File: config.mk
export PLATFORM = sky130hd
export DESIGN_NAME = otg_vbus_monitor_control
export DESIGN_NICKNAME = d
export VERILOG_FILES = /design/src/vbus_mon_pkg.sv /design/src/otg_vbus_monitor_control.sv
export SDC_FILE = /design/constraint.sdc
export NUM_CORES = 1
export LEC_CHECK = 0
export BUFFER_PORTS_ARGS = -buffer_cell sky130_fd_sc_hd__buf_2
export CAP_MARGIN = 20
export CORE_AREA = 4 4 47 49
export CTS_BUF_LIST = sky130_fd_sc_hd__clkbuf_16
export CTS_CLUSTER_DIAMETER = 50
export DETAILED_ROUTE_END_ITERATION = 8
export DIE_AREA = 0 0 51 53
export HOLD_SLACK_MARGIN = 0.1
export PLACE_DENSITY = 0.75
export SLEW_MARGIN = 20
export SYNTH_ARGS = -nofsm -noshare
export SYNTH_HDL_FRONTEND = slang
export SYNTH_SLANG_ARGS = --single-unit
export TNS_END_PERCENT = 1
File: constraint.sdc
create_clock -name clk -period 3.9 [get_ports clk]
set_input_delay 0.975 -clock clk [delete_from_list [all_inputs] [get_ports clk]]
set_output_delay 0.975 -clock clk [all_outputs]
set_load 0.1 [all_outputs]
File: src/vbus_mon_pkg.sv
package vbus_mon_pkg;
	// Bit positions in the interrupt status byte
	localparam int unsigned STAT_VBUS_GOOD_BIT = 1;
	localparam int unsigned STAT_SESS_OK_BIT = 2;
	localparam int unsigned STAT_SESS_OVER_BIT = 3;
	// Bit positions in the OTG control and interface control bytes
	localparam int unsigned OTG_DRAIN_BIT = 3;
	localparam int unsigned OTG_LIFT_BIT = 4;
	localparam int unsigned OTG_EXT_SEL_BIT = 7;
	localparam int unsigned IFC_INVERT_BIT = 5;
	localparam int unsigned IFC_BYPASS_BIT = 6;
	// Reset values
	localparam logic [2:0] CMP_RESET = 3'h0;
	localparam logic [7:0] OTG_CTRL_RESET = 8'h00;
	localparam logic [7:0] IFC_CTRL_RESET = 8'h00;
	// The external indicator input is strapped high inside the device
	localparam logic EXT_INDICATOR_LEVEL = 1'h1;

	// Comparator triple
	typedef struct packed {
		logic session_over;
		logic session_ok;
		logic vbus_good;
	} cmp_t;

	// Edge interrupt enables for the three comparators
	typedef struct packed {
		cmp_t rise;
		cmp_t fall;
	} edge_en_t;
endpackage

File: src/otg_vbus_monitor_control.sv
// What this block does
// - Report all three comparator outputs as bits of the interrupt status byte.
// - Session-over status goes 0 to 1 when VBUS drops below session end.
// - Session-end comparator disabled and reads 0 when both edge enables clear.
// - Every session-valid change sends a receive command to the link.
// - Clearing session-valid enables masks interrupts only; receive commands continue.
// - VBUS-valid disabled and status bit 1 reads 0 when both enables clear.
// - External VBUS-valid indicator input is held at constant one.
// - After reset decode is inactive; receive command uses internal comparator.
// - Decode selects internal, fixed 1 or fixed 0 per select, bypass, invert.
// - OTG control bit 3 connects the VBUS pull-down to ground.
// - OTG control bit 4 enables the VBUS pull-up for session request.
// - One session-valid comparator serves both A and B device roles.
// - Select is OTG bit 7, bypass interface bit 6, invert bit 5.
`timescale 1ns/1ps
`default_nettype none

module otg_vbus_monitor_control (
	input wire logic clk,
	input wire logic arst_n,
	input wire vbus_mon_pkg::cmp_t cmp_raw,
	input wire vbus_mon_pkg::edge_en_t edge_en,
	input wire logic [7:0] otg_ctrl,
	input wire logic otg_ctrl_we,
	input wire logic [7:0] ifc_ctrl,
	input wire logic ifc_ctrl_we,
	input wire logic rxcmd_ack,
	output logic [7:0] irq_status,
	output logic rxcmd_req,
	output logic rxcmd_vbus_good,
	output logic rxcmd_session_ok,
	output logic rxcmd_session_over,
	output logic drain_pulldown_ctrl,
	output logic lift_pullup_ctrl,
	output logic ext_indicator_select,
	output logic session_ok_int
);

	////////////////////////////////////////////////////////////////
	// Synchronisers for the analog comparator outputs
	vbus_mon_pkg::cmp_t sync1;
	vbus_mon_pkg::cmp_t sync2;
	vbus_mon_pkg::cmp_t cmp_prev;
	vbus_mon_pkg::cmp_t next_cmp_prev;

	// Comparators are asynchronous to clk, so two stages before any use
	always_ff @(posedge clk or negedge arst_n) begin
		if (!arst_n) begin
			sync1 <= vbus_mon_pkg::CMP_RESET;
			sync2 <= vbus_mon_pkg::CMP_RESET;
			cmp_prev <= vbus_mon_pkg::CMP_RESET;
		end else begin
			sync1 <= cmp_raw;
			sync2 <= sync1;
			cmp_prev <= next_cmp_prev;
		end
	end

	always_comb begin
		next_cmp_prev = sync2;
	end

	////////////////////////////////////////////////////////////////
	// Control bytes
	logic [7:0] otg_q;
	logic [7:0] ifc_q;
	logic [7:0] next_otg_q;
	logic [7:0] next_ifc_q;

	always_comb begin
		next_otg_q = otg_ctrl_we ? otg_ctrl : otg_q;
		next_ifc_q = ifc_ctrl_we ? ifc_ctrl : ifc_q;
	end

	always_ff @(posedge clk or negedge arst_n) begin
		if (!arst_n) begin
			otg_q <= vbus_mon_pkg::OTG_CTRL_RESET;
			ifc_q <= vbus_mon_pkg::IFC_CTRL_RESET;
		end else begin
			otg_q <= next_otg_q;
			ifc_q <= next_ifc_q;
		end
	end

	assign drain_pulldown_ctrl = otg_q[vbus_mon_pkg::OTG_DRAIN_BIT];
	assign lift_pullup_ctrl = otg_q[vbus_mon_pkg::OTG_LIFT_BIT];
	assign ext_indicator_select = otg_q[vbus_mon_pkg::OTG_EXT_SEL_BIT];
	logic indicator_bypass_qual;
	logic indicator_invert;
	assign indicator_bypass_qual = ifc_q[vbus_mon_pkg::IFC_BYPASS_BIT];
	assign indicator_invert = ifc_q[vbus_mon_pkg::IFC_INVERT_BIT];

	////////////////////////////////////////////////////////////////
	// Comparator gating and status
	logic session_over_flag;
	logic session_ok_flag;
	logic vbus_good_flag;
	logic sess_over_on;
	logic vbus_good_on;

	// session-end enabled if either edge enable is set
	assign sess_over_on = edge_en.rise.session_over | edge_en.fall.session_over;
	assign vbus_good_on = edge_en.rise.vbus_good | edge_en.fall.vbus_good;
	// comparator high once VBUS is below session end
	assign session_over_flag = sync2.session_over & sess_over_on;
	assign session_ok_flag = sync2.session_ok;
	assign vbus_good_flag = sync2.vbus_good & vbus_good_on;

	// status byte carries the three comparator levels
	logic [7:0] next_irq_status;

	always_comb begin
		next_irq_status = 8'h00;
		next_irq_status[vbus_mon_pkg::STAT_VBUS_GOOD_BIT] = vbus_good_flag;
		next_irq_status[vbus_mon_pkg::STAT_SESS_OK_BIT] = session_ok_flag;
		next_irq_status[vbus_mon_pkg::STAT_SESS_OVER_BIT] = session_over_flag;
	end

	// Registered so a read never sees the gating glitch when an enable moves
	always_ff @(posedge clk or negedge arst_n) begin
		if (!arst_n) begin
			irq_status <= 8'h00;
		end else begin
			irq_status <= next_irq_status;
		end
	end

	// interrupt pulse only when the matching edge enable is set
	assign session_ok_int = (sync2.session_ok & ~cmp_prev.session_ok & edge_en.rise.session_ok)
		| (~sync2.session_ok & cmp_prev.session_ok & edge_en.fall.session_ok);

	////////////////////////////////////////////////////////////////
	// External indicator decode
	logic ext_indicator;
	logic vbus_src;

	assign ext_indicator = vbus_mon_pkg::EXT_INDICATOR_LEVEL;

	// source select; select resets to 0 so internal is used
	always_comb begin
		if (!ext_indicator_select) begin
			vbus_src = vbus_good_flag;
		end else if (indicator_bypass_qual) begin
			vbus_src = ext_indicator ^ indicator_invert;
		end else begin
			vbus_src = (ext_indicator ^ indicator_invert) & vbus_good_flag;
		end
	end

	////////////////////////////////////////////////////////////////
	// Receive command request
	logic pending;
	logic next_pending;
	logic ok_change;
	logic [2:0] snap;
	logic [2:0] next_snap;

	assign ok_change = sync2.session_ok ^ cmp_prev.session_ok;

	// a change raises the request; a change on the ack cycle wins
	always_comb begin
		next_pending = pending;
		next_snap = snap;
		if (pending && rxcmd_ack) begin
			next_pending = 1'h0;
		end
		if (ok_change) begin
			next_pending = 1'h1;
		end
		if (ok_change || !pending || rxcmd_ack) begin
			next_snap = {session_over_flag, sync2.session_ok, vbus_src};
		end
	end

	always_ff @(posedge clk or negedge arst_n) begin
		if (!arst_n) begin
			pending <= 1'h0;
			snap <= 3'h0;
		end else begin
			pending <= next_pending;
			snap <= next_snap;
		end
	end

	assign rxcmd_req = pending;
	assign rxcmd_vbus_good = snap[0];
	assign rxcmd_session_ok = snap[1];
	assign rxcmd_session_over = snap[2];
endmodule

`default_nettype wire

==> metrics.txt <==
# TYPE chip_impl_metric gauge
chip_impl_metric{name="grt_antenna_before_repair",unit=""} 0
chip_impl_info{name="cp_cell_sequence",value="buf_2 -> a22o_1 -> buf_2"} 1
chip_impl_info{name="ranking_of_synthesized_cells_by_area",value="sky130_fd_sc_hd__dfrtp_1, sky130_fd_sc_hd__mux2_2, sky130_fd_sc_hd__buf_4, sky130_fd_sc_hd__ha_1, sky130_fd_sc_hd__mux2_4"} 1
chip_impl_info{name="min_delay_worst_endpoint",value="next_cmp_prev[2]"} 1
chip_impl_metric{name="dpl.hpwl",unit="um"} 919
chip_impl_metric{name="gp_congestion",unit=""} 0.664
chip_impl_metric{name="clkLatencyLatePin",unit="ns"} 0.24
chip_impl_info{name="synth_top_cell_by_area",value="sky130_fd_sc_hd__dfrtp_1"} 1
chip_impl_info{name="critPathLaunchType",value="input pin"} 1
chip_impl_metric{name="first_iter_violations",unit=""} 0
chip_impl_metric{name="grt_pass1_vias",unit=""} 465
chip_impl_metric{name="post_synth_num_cell_types",unit=""} 17
chip_impl_info{name="criticalPathCategory",value="input pin to output pin"} 1
chip_impl_info{name="worstHoldStart",value="sync1[2]"} 1
chip_impl_metric{name="drv_slew",unit=""} 0
chip_impl_metric{name="cts_num_sinks",unit=""} 18
chip_impl_metric{name="chipWidth",unit="um"} 51
chip_impl_info{name="crit_top_cell",value="sky130_fd_sc_hd__buf_2"} 1
chip_impl_info{name="netlist_top_cells_count",value="sky130_fd_sc_hd__dfrtp_1, sky130_fd_sc_hd__buf_4, sky130_fd_sc_hd__mux2_2"} 1
chip_impl_metric{name="slowest_delay",unit="ns"} 0.41
chip_impl_info{name="result_of_the_run",value="finished, final reports clean"} 1
chip_impl_metric{name="ios",unit=""} 46
chip_impl_info{name="crit-reg2reg-launch",value="irq_status[2]"} 1
chip_impl_metric{name="drt_drc_violations_left",unit=""} 0
chip_impl_metric{name="maximum_number_of_pins_on_one_net_before_global_route_repair",unit=""} 19
chip_impl_metric{name="peakVddDrop",unit="V"} 0.000348
chip_impl_metric{name="floorplan.die.height",unit="um"} 53
chip_impl_metric{name="max_freq",unit="MHz"} 391
chip_impl_metric{name="cp_data_required_time",unit="ns"} 2.92
chip_impl_metric{name="layout_worst_path_cycle_share",unit="%"} 65.6
chip_impl_metric{name="postRouteWirelength",unit="mm"} 1.13
chip_impl_metric{name="synth-edff-count",unit=""} 0
chip_impl_metric{name="placementRows",unit=""} 16
chip_impl_metric{name="asyncSetResetFlopFracSynth",unit="%"} 100
chip_impl_metric{name="yosysWarnings",unit=""} 0
chip_impl_metric{name="final_setup_violations",unit=""} 0
chip_impl_metric{name="final.setup_skew",unit="ns"} 0.00196
chip_impl_metric{name="grt.overflow.total",unit=""} 0
chip_impl_metric{name="fin_util",unit="%"} 48.3
chip_impl_info{name="ys.flop_type",value="sky130_fd_sc_hd__dfrtp_1"} 1
chip_impl_metric{name="number_of_iterations_in_the_first_detailed_routing_pass",unit=""} 1
chip_impl_metric{name="route.detailed.wl_per_inst",unit="um"} 11.0
chip_impl_info{name="rsz0062_at_grt",value="false"} 1
chip_impl_metric{name="synthesis.area",unit="um^2"} 679
chip_impl_metric{name="synth_top_area_share",unit="%"} 66.3
chip_impl_metric{name="path_clk_slew",unit="ns"} 0.05
chip_impl_info{name="critical_r2r_capture",value="snap[2]"} 1
chip_impl_metric{name="nets",unit=""} 110
chip_impl_metric{name="critical_path_peak_fanout",unit=""} 1
chip_impl_metric{name="cts_hold_buffers",unit=""} 0
chip_impl_metric{name="power_leakage",unit="nW"} 0.469
chip_impl_info{name="clock_tree.root_cell",value="sky130_fd_sc_hd__clkbuf_16"} 1
chip_impl_metric{name="grt_pass1_wl",unit="mm"} 1.90
chip_impl_metric{name="synth.avg_cell_area",unit="um^2"} 14.8
chip_impl_metric{name="timing.hold.worst_path_depth",unit=""} 0
chip_impl_metric{name="min_period",unit="ns"} 2.56
chip_impl_metric{name="post_drt_via_cell_ratio",unit=""} 4.15
chip_impl_metric{name="flow.area_growth_from_synthesis",unit="%"} 32.4
chip_impl_metric{name="track_usage",unit="%"} 9.58
chip_impl_metric{name="synth_register_bits",unit=""} 18
chip_impl_info{name="worst_path_max_delay_cell",value="sky130_fd_sc_hd__buf_2"} 1
chip_impl_metric{name="h-tree-depth",unit=""} 1
chip_impl_metric{name="number_of_setup_buffers_added_after_cts",unit=""} 0
chip_impl_metric{name="cts.path.max_buffers",unit=""} 2
chip_impl_metric{name="timing.hold.ws",unit="ns"} 0.345
chip_impl_metric{name="fin_tns_setup",unit="ns"} 0
chip_impl_metric{name="initial_cell_density_of_the_core",unit="%"} 36.5
chip_impl_metric{name="hold_viol_final",unit=""} 0
chip_impl_metric{name="route.vias.total",unit=""} 427
chip_impl_metric{name="rrSetupSlack",unit="ns"} 2.46
chip_impl_metric{name="report.power.total",unit="mW"} 0.549
chip_impl_metric{name="cts-resized-gates",unit=""} 0
chip_impl_metric{name="synthesis.instances",unit=""} 46
chip_impl_metric{name="core_area",unit="mm^2"} 0.00186
chip_impl_metric{name="cts_made_buffers",unit=""} 3
chip_impl_metric{name="post_route_cells_drive_above_1_share",unit="%"} 51.3
chip_impl_metric{name="maxCapViolCount",unit=""} 0
chip_impl_metric{name="synth_seq_area_share",unit="%"} 66.3
chip_impl_metric{name="postRouteAntennaNets",unit=""} 0
chip_impl_info{name="end_kind",value="output pin"} 1
chip_impl_metric{name="power_density_of_the_placed_cells",unit="mW/mm^2"} 610
chip_impl_metric{name="place.port_buffers",unit=""} 29
chip_impl_info{name="tritoncts",value="done"} 1
chip_impl_metric{name="die_area",unit="mm^2"} 0.00270
chip_impl_metric{name="num_antenna_cells",unit=""} 0
chip_impl_info{name="hold_path_class",value="register to register"} 1
chip_impl_metric{name="worst_r2r_path_depth",unit=""} 4
chip_impl_metric{name="arrival",unit="ns"} 1.58
chip_impl_info{name="most_common_cell_in_the_netlist",value="sky130_fd_sc_hd__dfrtp_1"} 1
==> worst max-delay path, delay by kind of cell <==
| family | cells | cell delay (ns) |
|---|---|---|
| AO/OA/AOI/OAI | 1 | 0.12 |
| buffers and inverters | 2 | 0.48 |
==> area by class of cell <==
| class | instances | area (um^2) |
|---|---|---|
| clock buffers | 3 | 75.1 |
| fillers | 178 | 962 |
| repair buffers | 29 | 145 |
| multi-input cells | 24 | 188 |
| flip-flops and latches | 18 | 450 |
| inverters | 2 | 7.51 |
| well taps | 27 | 33.8 |
==> placed cells by master, fill, tap and decap left out, drive strengths merged <==
cell type	count
conb	5
a22o	1
clkbuf	3
o21a	2
ha	2
a21oi	1
mux2	6
dfrtp	18
and3b	1
o21ai	2
inv	2
buf	29
nand2	2
a21o	1
nand2b	1
==> flip-flops by register name, indices dropped and copies added (netlist names) <==
register	cells
otg_q	3
sync1	3
next_cmp_prev	2
session_ok_flag	1
irq_status	3
rxcmd_req	1
snap	3
ifc_q	2
==> through the flow <==
step / std cells / instance area [um^2] / worst slack (ns)
after floorplan: 50 / 694 / 0.980
after global placement: 100 / 825 / 1.34
after detailed placement: 100 / 825 / 1.34
after CTS: 103 / 900 / 1.34
after global routing: 103 / 900 / 1.31
final: 103 / 900 / 1.34
==> power breakdown <==
| part | switching, mW | internal, mW |
|---|---|---|
| Sequential | 0.00720 | 0.203 |
| Combinational | 0.121 | 0.0256 |
| Clock | 0.0578 | 0.134 |
==> worst max path at each step <==
stage,start,to,slack (ns),depth (start not counted)
6_report,edge_en[1],session_ok_int,1.34,3
5_1_grt,edge_en[1],session_ok_int,1.31,3
4_1_cts,edge_en[1],session_ok_int,1.34,3
3_5_place_dp,edge_en[1],session_ok_int,1.34,3
3_3_place_gp,edge_en[1],session_ok_int,1.34,3
2_1_floorplan,irq_status[2],session_ok_int,0.98,2
==> cell families (layout without fill, tap and decap cells) <==
family	Yosys count	count (layout)	share of synthesized area (%)
DFF	18	18	66.3
buffers and inverters	8	34	8.29
AOI/OAI and AO/OA	7	7	7.37
muxes	6	6	10.5
and+or+nand+nor	4	4	3.32
adders and majority gates	2	2	3.68
other	1	5	0.552
==> metal layers <==
layer	vias to the layer above	share of wire, %	GRT usage (%)
li1	202	-	-
met1	203	38	9.57
met2	20	53	17.4
met3	2	7.9	3.10
met4	0	0.89	5.38
met5	-	0	0
(Power assumes the default switching activity.)
